[config.mk]
export PLATFORM = sky130hd
export DESIGN_NAME = pldc_lock_detect
export DESIGN_NICKNAME = d
export VERILOG_FILES = /design/src/hdl/pldc_pkg.sv /design/src/hdl/pldc_lock_detect.sv
export SDC_FILE = /design/constraint.sdc
export NUM_CORES = 1
export LEC_CHECK = 0
export ABC_AREA = 1
export BUFFER_PORTS_ARGS = -buffer_cell sky130_fd_sc_hd__buf_2
export CORE_ASPECT_RATIO = 1.2
export CORE_MARGIN = 2
export CORE_UTILIZATION = 30
export CTS_CLUSTER_SIZE = 12
export DETAILED_ROUTE_END_ITERATION = 8
export PLACE_DENSITY = 0.53
export SYNTH_ARGS = -nofsm -noshare
export SYNTH_HDL_FRONTEND = slang
export SYNTH_SLANG_ARGS = --single-unit
[constraint.sdc]
create_clock -name core_clk -period 3.72 [get_ports core_clk]
set_clock_uncertainty 0.05 [all_clocks]
set_input_delay 0.186 -clock core_clk [delete_from_list [all_inputs] [get_ports core_clk]]
set_output_delay 0.186 -clock core_clk [all_outputs]
set_load 0.01 [all_outputs]
[src/hdl/pldc_pkg.sv]
// Package of register map, field layout, tables and types for the lock detect block
package pldc_pkg;

  // Register indices; byte address is four times the index
  localparam logic [9:0] PLDC_IDX_WIN_WIDTH  = 10'h002;
  localparam logic [9:0] PLDC_IDX_BLEED_LO   = 10'h01D;
  localparam logic [9:0] PLDC_IDX_BLEED_HI   = 10'h01E;
  localparam logic [9:0] PLDC_IDX_PUMP_CUR   = 10'h01F;
  localparam logic [9:0] PLDC_IDX_REF_DIV    = 10'h020;
  localparam logic [9:0] PLDC_IDX_LOCK_COUNT = 10'h02C;
  localparam logic [9:0] PLDC_IDX_LOCK_EN    = 10'h02D;
  localparam logic [9:0] PLDC_IDX_TEST_OUT   = 10'h02E;
  localparam logic [9:0] PLDC_IDX_REF_COND   = 10'h02F;
  localparam logic [9:0] PLDC_IDX_STATUS     = 10'h058;

  // Field positions
  localparam int PLDC_WIN_LSB      = 5;
  localparam int PLDC_LOL_EN_BIT   = 5;
  localparam int PLDC_WIN_EN_BIT   = 4;
  localparam int PLDC_DBL_BIT      = 6;
  localparam int PLDC_BLEED_EN_BIT = 5;
  localparam int PLDC_OFFSET_CURRENT_POLARITY_BIT = 6;
  localparam int PLDC_TEST_EN_BIT  = 2;
  localparam int PLDC_FORCE_SRC_BIT = 1;
  localparam int PLDC_FORCE_SNK_BIT = 0;
  localparam int PLDC_MUX_LSB      = 4;
  localparam int PLDC_LPF_BIT      = 6;
  localparam int PLDC_BOOST_BIT    = 7;
  localparam int PLDC_ST_LOCK_BIT  = 0;
  localparam int PLDC_ST_REFOK_BIT = 3;
  localparam int PLDC_BLEED_FINE_W = 9;

  localparam logic [7:0] PLDC_REG_RST     = 8'h00;
  localparam logic [3:0] PLDC_MUX_LOCK    = 4'h1;
  localparam logic [5:0] PLDC_RDIV_MIN    = 6'h01;

  // Detector cycles per count select code, code 31 first
  localparam logic [31:0][20:0] PLDC_LOCK_CYCLES_DEF = {
    21'h10_0003, 21'h0B_FFA9, 21'h08_0003, 21'h06_0003,
    21'h04_0003, 21'h03_0003, 21'h02_0003, 21'h01_8003,
    21'h01_0003, 21'h00_C003, 21'h00_8003, 21'h00_6003,
    21'h00_4003, 21'h00_3003, 21'h00_2003, 21'h00_1803,
    21'h00_1003, 21'h00_0C03, 21'h00_0803, 21'h00_0603,
    21'h00_0403, 21'h00_0303, 21'h00_0203, 21'h00_0183,
    21'h00_0103, 21'h00_00C3, 21'h00_0083, 21'h00_0063,
    21'h00_0043, 21'h00_0033, 21'h00_0023, 21'h00_001B};

  // Lock window in core clock cycles per width code, code 7 first
  localparam logic [7:0][7:0] PLDC_WIN_CYCLES_DEF = {
    8'h10, 8'h0C, 8'h08, 8'h06, 8'h04, 8'h03, 8'h02, 8'h01};

  typedef enum logic [1:0] {
    PLDC_PUMP_NORMAL = 2'b00,
    PLDC_PUMP_HIZ    = 2'b01,
    PLDC_PUMP_SOURCE = 2'b10,
    PLDC_PUMP_SINK   = 2'b11
  } pldc_pump_mode_e;

  typedef enum logic [1:0] {
    PLDC_PH_IDLE     = 2'b00,
    PLDC_PH_REF_LEAD = 2'b01,
    PLDC_PH_FB_LEAD  = 2'b10,
    PLDC_PH_OVER     = 2'b11
  } pldc_phase_e;

  typedef struct packed {
    pldc_pump_mode_e mode;
    logic [3:0]      current_code;
    logic            bleed_enable;
    logic            offset_current_polarity;
    logic [3:0]      bleed_coarse;
    logic [8:0]      bleed_fine;
  } pldc_pump_s;

  typedef struct packed {
    logic       ref_doubler_enable;
    logic [5:0] ref_divide_ratio;
    logic       ref_lowpass_select;
    logic       ref_gain_boost;
  } pldc_ref_s;

endpackage

[src/hdl/pldc_lock_detect.sv]
// Lock detector, reference status and pump control registers behind APB
// Functional notes
// - Detector runs only with both enables set
// - Lock drives indicator pin and status bit 0
// - Test output select 0001 routes lock out
// - Lock needs selected count of in-window cycles
// - Count select picks cycles from fixed table
// - In window, below count: low, keep counting
// - High at count; drops at once outside window
// - Width field sets phase-difference threshold
// - Reference present flag with hysteresis, bit 3
// - Doubler enable doubles divider input frequency
// - Six-bit divide ratio, valid 1 to 63
// - Four-bit pump current code, sixteen levels
// - Pump test: high-Z, source or sink forcing
// - Bleed enable adds current; polarity picks direction
// - Bleed code: 4 coarse, 9 fine bits
// - Bleed code low byte, then upper five bits
`timescale 1ns/10ps
module pldc_lock_detect
  import pldc_pkg::*;
#(
  parameter logic [31:0][20:0] LOCK_CYCLES_TAB = PLDC_LOCK_CYCLES_DEF,
  parameter logic [7:0][7:0]   WIN_CYCLES_TAB  = PLDC_WIN_CYCLES_DEF
)(
  input  wire logic        core_clk,
  input  wire logic        resetn,
  input  wire logic        psel,
  input  wire logic        penable,
  input  wire logic        pwrite,
  input  wire logic [11:0] paddr,
  input  wire logic [31:0] pwdata,
  input  wire logic [3:0]  pstrb,
  output logic      [31:0] prdata,
  output logic             pready,
  output logic             pslverr,
  input  wire logic        ref_side_clock,
  input  wire logic        feedback_side_clock,
  input  wire logic        ref_peak_above_high,
  input  wire logic        ref_peak_above_low,
  output logic             lock_indicator_pin,
  output logic             test_output_pin,
  output pldc_pump_s       pump_ctrl,
  output pldc_ref_s        ref_ctrl
);

  logic [7:0]  win_width_q;
  logic [7:0]  bleed_lo_q;
  logic [7:0]  bleed_hi_q;
  logic [7:0]  pump_cur_q;
  logic [7:0]  ref_div_q;
  logic [7:0]  lock_count_q;
  logic [7:0]  lock_en_q;
  logic [7:0]  test_out_q;
  logic [7:0]  ref_cond_q;
  logic [3:0]  sync1_q;
  logic [3:0]  sync2_q;
  logic [1:0]  edge_hist_q;
  logic        ref_edge;
  logic        fb_edge;
  pldc_phase_e ph_state_q;
  pldc_phase_e ph_state_d;
  logic [7:0]  ph_cnt_q;
  logic [7:0]  win_cycles;
  logic        good_cycle;
  logic        bad_cycle;
  logic        det_enable;
  logic [20:0] lock_target;
  logic [20:0] lock_cnt_q;
  logic        lock_q;
  logic        ref_ok_q;
  logic        mux_out_q;
  logic        apb_write;
  logic [9:0]  reg_idx;
  logic        idx_hit;
  logic [7:0]  rd_byte;
  logic [12:0] bleed_code;

  // Access stage answers at once; pready never low
  assign pready    = 1'b1;
  assign reg_idx   = paddr[11:2];
  assign apb_write = psel & penable & pwrite & pstrb[0] & idx_hit;
  assign pslverr   = psel & penable & (~idx_hit | (pwrite & (reg_idx == PLDC_IDX_STATUS)));

  always_comb
  begin
    idx_hit = paddr[1:0] == 2'b00;
    rd_byte = 8'h00;
    case (reg_idx)
      PLDC_IDX_WIN_WIDTH:  rd_byte = win_width_q;
      PLDC_IDX_BLEED_LO:   rd_byte = bleed_lo_q;
      PLDC_IDX_BLEED_HI:   rd_byte = bleed_hi_q;
      PLDC_IDX_PUMP_CUR:   rd_byte = pump_cur_q;
      PLDC_IDX_REF_DIV:    rd_byte = ref_div_q;
      PLDC_IDX_LOCK_COUNT: rd_byte = lock_count_q;
      PLDC_IDX_LOCK_EN:    rd_byte = lock_en_q;
      PLDC_IDX_TEST_OUT:   rd_byte = test_out_q;
      PLDC_IDX_REF_COND:   rd_byte = ref_cond_q;
      PLDC_IDX_STATUS:
      begin
        rd_byte[PLDC_ST_LOCK_BIT]  = lock_q;
        rd_byte[PLDC_ST_REFOK_BIT] = ref_ok_q;
      end
      default:             idx_hit = 1'b0;
    endcase
  end

  assign prdata = {24'h00_0000, rd_byte};

  // Only the low byte lane carries register data
  always_ff @(posedge core_clk or negedge resetn)
  begin
    if (!resetn)
    begin
      win_width_q  <= PLDC_REG_RST;
      bleed_lo_q   <= PLDC_REG_RST;
      bleed_hi_q   <= PLDC_REG_RST;
      pump_cur_q   <= PLDC_REG_RST;
      ref_div_q    <= PLDC_REG_RST;
      lock_count_q <= PLDC_REG_RST;
      lock_en_q    <= PLDC_REG_RST;
      test_out_q   <= PLDC_REG_RST;
      ref_cond_q   <= PLDC_REG_RST;
    end
    else if (apb_write)
    begin
      case (reg_idx)
        PLDC_IDX_WIN_WIDTH:  win_width_q  <= pwdata[7:0];
        PLDC_IDX_BLEED_LO:   bleed_lo_q   <= pwdata[7:0];
        PLDC_IDX_BLEED_HI:   bleed_hi_q   <= pwdata[7:0];
        PLDC_IDX_PUMP_CUR:   pump_cur_q   <= pwdata[7:0];
        PLDC_IDX_REF_DIV:    ref_div_q    <= pwdata[7:0];
        PLDC_IDX_LOCK_COUNT: lock_count_q <= pwdata[7:0];
        PLDC_IDX_LOCK_EN:    lock_en_q    <= pwdata[7:0];
        PLDC_IDX_TEST_OUT:   test_out_q   <= pwdata[7:0];
        PLDC_IDX_REF_COND:   ref_cond_q   <= pwdata[7:0];
        default:             lock_en_q    <= lock_en_q;
      endcase
    end
  end

  // Two-stage synchronisers for clocks and peak comparators
  for (genvar i = 0; i < 4; i++)
  begin : g_sync
    logic raw;
    if (i == 0)
    begin : g_r
      assign raw = ref_side_clock;
    end
    else if (i == 1)
    begin : g_f
      assign raw = feedback_side_clock;
    end
    else if (i == 2)
    begin : g_h
      assign raw = ref_peak_above_high;
    end
    else
    begin : g_l
      assign raw = ref_peak_above_low;
    end
    always_ff @(posedge core_clk or negedge resetn)
    begin
      if (!resetn)
      begin
        sync1_q[i] <= 1'b0;
        sync2_q[i] <= 1'b0;
      end
      else
      begin
        sync1_q[i] <= raw;
        sync2_q[i] <= sync1_q[i];
      end
    end
  end

  always_ff @(posedge core_clk or negedge resetn)
  begin
    if (!resetn)
      edge_hist_q <= 2'b00;
    else
      edge_hist_q <= sync2_q[1:0];
  end

  assign ref_edge   = sync2_q[0] & ~edge_hist_q[0];
  assign fb_edge    = sync2_q[1] & ~edge_hist_q[1];
  assign win_cycles = WIN_CYCLES_TAB[win_width_q[PLDC_WIN_LSB +: 3]];
  assign det_enable = lock_en_q[PLDC_LOL_EN_BIT] & lock_en_q[PLDC_WIN_EN_BIT];
  assign lock_target = LOCK_CYCLES_TAB[lock_count_q[4:0]];

  // Phase difference measured as core cycles between paired edges;
  // finer differences than one core cycle read as zero
  always_comb
  begin
    ph_state_d = ph_state_q;
    good_cycle = 1'b0;
    bad_cycle  = 1'b0;
    case (ph_state_q)
      PLDC_PH_IDLE:
      begin
        if (ref_edge & fb_edge)
          good_cycle = 1'b1;
        else if (ref_edge)
          ph_state_d = PLDC_PH_REF_LEAD;
        else if (fb_edge)
          ph_state_d = PLDC_PH_FB_LEAD;
      end
      PLDC_PH_REF_LEAD, PLDC_PH_FB_LEAD:
      begin
        if (ph_cnt_q >= win_cycles)
        begin
          bad_cycle  = 1'b1;
          ph_state_d = PLDC_PH_OVER;
        end
        else if ((ph_state_q == PLDC_PH_REF_LEAD) ? fb_edge : ref_edge)
        begin
          good_cycle = 1'b1;
          ph_state_d = PLDC_PH_IDLE;
        end
        else if ((ph_state_q == PLDC_PH_REF_LEAD) ? ref_edge : fb_edge)
        begin
          bad_cycle  = 1'b1;
          ph_state_d = PLDC_PH_IDLE;
        end
      end
      PLDC_PH_OVER:
      begin
        // Resynchronise once both clocks are low
        if (!sync2_q[0] && !sync2_q[1])
          ph_state_d = PLDC_PH_IDLE;
      end
      default:
        ph_state_d = PLDC_PH_IDLE;
    endcase
  end

  always_ff @(posedge core_clk or negedge resetn)
  begin
    if (!resetn)
    begin
      ph_state_q <= PLDC_PH_IDLE;
      ph_cnt_q   <= 8'h00;
    end
    else
    begin
      ph_state_q <= ph_state_d;
      if (ph_state_d == PLDC_PH_REF_LEAD || ph_state_d == PLDC_PH_FB_LEAD)
        ph_cnt_q <= (ph_state_q == PLDC_PH_IDLE) ? 8'h01 : 8'(ph_cnt_q + 8'h01);
      else
        ph_cnt_q <= 8'h00;
    end
  end

  // Cycle counter and lock flag
  always_ff @(posedge core_clk or negedge resetn)
  begin
    if (!resetn)
    begin
      lock_cnt_q <= 21'h00_0000;
      lock_q     <= 1'b0;
    end
    else if (!det_enable)
    begin
      lock_cnt_q <= 21'h00_0000;
      lock_q     <= 1'b0;
    end
    else if (bad_cycle)
    begin
      lock_cnt_q <= 21'h00_0000;
      lock_q     <= 1'b0;
    end
    else if (good_cycle && !lock_q)
    begin
      lock_cnt_q <= 21'(lock_cnt_q + 21'h00_0001);
      lock_q     <= (21'(lock_cnt_q + 21'h00_0001) >= lock_target);
    end
  end

  // Hysteresis: set on high comparator, clear only below low one
  always_ff @(posedge core_clk or negedge resetn)
  begin
    if (!resetn)
      ref_ok_q <= 1'b0;
    else if (sync2_q[2])
      ref_ok_q <= 1'b1;
    else if (!sync2_q[3])
      ref_ok_q <= 1'b0;
  end

  always_ff @(posedge core_clk or negedge resetn)
  begin
    if (!resetn)
      mux_out_q <= 1'b0;
    else
      mux_out_q <= (test_out_q[PLDC_MUX_LSB +: 4] == PLDC_MUX_LOCK) & lock_q;
  end

  assign lock_indicator_pin = lock_q;
  assign test_output_pin    = mux_out_q;
  assign bleed_code         = {bleed_hi_q[4:0], bleed_lo_q};

  // Both force bits set is treated as high impedance to avoid a fight
  always_comb
  begin
    pump_ctrl.mode = PLDC_PUMP_NORMAL;
    if (test_out_q[PLDC_TEST_EN_BIT])
    begin
      case ({test_out_q[PLDC_FORCE_SRC_BIT], test_out_q[PLDC_FORCE_SNK_BIT]})
        2'b10:   pump_ctrl.mode = PLDC_PUMP_SOURCE;
        2'b01:   pump_ctrl.mode = PLDC_PUMP_SINK;
        default: pump_ctrl.mode = PLDC_PUMP_HIZ;
      endcase
    end
    pump_ctrl.current_code            = pump_cur_q[3:0];
    pump_ctrl.bleed_enable            = bleed_hi_q[PLDC_BLEED_EN_BIT];
    pump_ctrl.offset_current_polarity = bleed_hi_q[PLDC_OFFSET_CURRENT_POLARITY_BIT];
    pump_ctrl.bleed_coarse            = bleed_code[12:PLDC_BLEED_FINE_W];
    pump_ctrl.bleed_fine              = bleed_code[PLDC_BLEED_FINE_W-1:0];
  end

  always_comb
  begin
    ref_ctrl.ref_doubler_enable = ref_div_q[PLDC_DBL_BIT];
    // Ratio zero is outside the legal range and runs as one
    ref_ctrl.ref_divide_ratio   = (ref_div_q[5:0] == 6'h00) ? PLDC_RDIV_MIN : ref_div_q[5:0];
    ref_ctrl.ref_lowpass_select = ref_cond_q[PLDC_LPF_BIT];
    ref_ctrl.ref_gain_boost     = ref_cond_q[PLDC_BOOST_BIT];
  end
endmodule

==> results.toml <==
[timing]
fin_setup_tns_ps = 0
finalCritPeriodShare = 0.769
slew_violations = 0
worstMarginPinSlew_ps = 673
relSlewSlack = 0.551
setup_viol = 0
timing.fmax_mhz = 349
hold_viol_final = 0
min_period_ps = 2860
rsz0062_at_grt = "false"

[synthesis]
synth_enable_flop_cells = 0
async_flop_share = 1.00
synth_top_area_frac = 0.409
synth_top_area_cell = "dfrtp_1"
synth_area_um2 = 7100
yosys-top-cells-area = "dfrtp_1 41%, nand2_1 12%, ha_1 6.2%, o21ai_1 5.2%, inv_1 4.7%"
synth_cell_type_count = 44
synth_warnings = 0
synth-seq-cells = 116
synth_area_per_cell_um2 = 7.97
ys_seq_area_frac = 0.409
syn_inst = 891
ys.flop_type = "dfrtp_1"

[setup_path]
reg2regPathDepth = 17
crit_path_cell_trace = "ha_1 -> nand3_1 -> nor3_2 -> nand2_1 -> nor2_2 -> nand2_1 -> nor2_2 -> nand2_1 -> nand2_1 -> nand2_1 -> ha_1 -> nand4_1 -> nor3_1 -> o21ai_0 -> nand3_1 -> nand2_1 -> nand2_1"
crit_path_top_delay_cell = "dfrtp_1"
critPathMaxStageDelay_ps = 370
endpoint_kind = "flop"
criticalPathCategory = "flop to flop"
path_common_cell = "nand2_1"
cp_max_fo = 3
startpoint = "lock_cnt_q[0]"
start_kind = "flop"
reg2reg_from = "lock_cnt_q[0]"
worstPathRequired_ps = 4040
critPathArrivalTime_ps = 3180

[clock_tree]
cts_resized = 0
root_buffer = "clkbuf_16"
cts.clk_slew.worst_paths_ps = 70
postCtsSetupBuffers = 0
htreeDepth = 4
clock-sinks = 116
cts_buffers = 17
cts-hold-fix-buffers = 5
clk-insertion-delay-late_ps = 430
tritoncts = "built"
clock_path_buffers = 2

[floorplanning]
start_util = 0.306
dieArea_um2 = 24900
dieWidth_um = 144
ios = 123
core_um2 = 23200
die-height_um = 173
rows = 61

[hold_path]
min_path_type = "input port to flop"
min_path_cells = 3
hold_start = "pwdata[7]"

[detailed_routing]
wire_per_inst_um = 14.6
routed_wl_um = 18600
via_count = 5893
ant_nets = 0
via_per_inst = 4.61
firstDrtPassIters = 4
dr.first_iter.drc_count = 354
drc_errors = 0

[outcome]
outcome = "complete, no violations"

[layout]
layout.nets = 1042
stdcell_area_um2 = 8190
drive_gt1_frac = 0.155
antenna_cells = 0
final_cell_mix = "232 x nand2_1, 116 x dfrtp_1, 89 x inv_1"
layout_commonest_cell = "nand2_1"
syn_to_final_growth_pct = 15.2

[power_and_ir_drop]
power.internal_mw = 2.34
clkPwrFrac = 0.481
switchingPower_mw = 1.12
swShare = 0.323
ir_drop_mv = 0.332
p_leak_nw = 4.15
p_comb_frac = 0.135
p_seq_frac = 0.384
powerDensity_nw_per_um2 = 423

[global_routing]
grt_pass1_vias = 5908
grt_pass1_wl_um = 30900
grt_usage = 0.159
grt_start_max_net_pins = 117
grt.overflow.total = 0
grt_antenna_before_repair = 0

[placement]
placed_cell_area_um2 = 7530
dp_hpwl_um = 13600
io_buffers = 70
finalWeightedCongestion = 0.854

[run]
cap_violations = 0
-- through the flow --
step | setup slack [ps] | cells | hold slack, ps | utilization | power (mW)
5_1_grt | 538 | 1278 | 184 | 0.353 | 3.64
3_5_place_dp | 867 | 1241 | 246 | 0.324 | 1.83
4_1_cts | 845 | 1278 | 129 | 0.353 | 3.51
2_1_floorplan | 1320 | 914 | -160 | - | 1.68
3_3_place_gp | 886 | 1241 | 245 | 0.324 | 1.82
6_report | 858 | 1278 | 148 | 0.353 | 3.46
-- worst paths after layout --
| kind | slack (ps) | to |
|---|---|---|
| setup reg to reg | 860 | lock_indicator_pin |
| min in group asynchronous | 300 | lock_cnt_q[10] |
| hold / removal | 150 | ref_cond_q[7] |
| setup / recovery | 860 | lock_indicator_pin |
| hold reg to reg | 300 | sync2_q[2] |
| max in group asynchronous | 2780 | lock_cnt_q[5] |
-- critical path, delay by kind of cell (launching register included) --
family	cells	cell delay, ps
DFF	1	370
and+or+nand+nor	14	1710
AOI/OAI and AO/OA	1	150
adders and majority gates	2	510
-- cells in the mapped netlist, types with 10 or more instances --
| library cell | count |
|---|---|
| o21ai_1 | 74 |
| nor3_1 | 12 |
| nand4_1 | 10 |
| o21ai_0 | 26 |
| inv_2 | 12 |
| clkbuf_1 | 10 |
| buf_4 | 39 |
| inv_1 | 89 |
| dfrtp_1 | 116 |
| xor2_1 | 12 |
| a21oi_1 | 30 |
| nor2_1 | 59 |
| nand2_1 | 232 |
| nand3_1 | 52 |
| ha_1 | 35 |
-- kinds of logic after synthesis --
| family | count (synthesis) | synth area share |
|---|---|---|
| XOR/XNOR | 18 | 0.0222 |
| other | 2 | 0.00106 |
| adder cells (fa/ha/maj) | 35 | 0.0616 |
| buffers and inverters | 164 | 0.117 |
| multiplexers | 1 | 0.00141 |
| AND/OR/NAND/NOR | 400 | 0.266 |
| AO/OA/AOI/OAI | 155 | 0.121 |
| flip-flops | 116 | 0.409 |
-- power by group through the flow --
| stage | clock network [mW] | registers, mW | logic [mW] |
|---|---|---|---|
| 2_1_floorplan | 0 | 1.34 | 0.343 |
| 3_3_place_gp | 0 | 1.35 | 0.468 |
| 3_5_place_dp | 0 | 1.35 | 0.476 |
| 4_1_cts | 1.70 | 1.33 | 0.482 |
| 5_1_grt | 1.75 | 1.33 | 0.554 |
| 6_report | 1.66 | 1.33 | 0.467 |
-- flip-flops by register name, indices dropped and copies added (netlist names), 8 cells and up --
signal / count
lock_cnt_q: 21
bleed_hi_q: 8
bleed_lo_q: 8
lock_count_q: 8
lock_en_q: 8
ph_cnt_q: 8
pump_cur_q: 8
ref_cond_q: 8
ref_div_q: 8
test_out_q: 8
win_width_q: 8
-- final cells by class --
type                       instances  area, µm²
timing repair buffer              78        438
multi-input combinational        634       3450
clock inverter                    15        185
fill                            2482      15000
clock buffer                      17        425
inverter                         103        388
tap                              315        394
sequential                       116       2900
-- layer usage --
metal  GRT usage  vias up  share of wire
met1       0.209     2767           0.47
li1            -     2985              -
met4      0.0615        0          0.021
met5           0        -              0
met2       0.261      115           0.48
met3      0.0249       26          0.031
(Power assumes the default switching activity.)
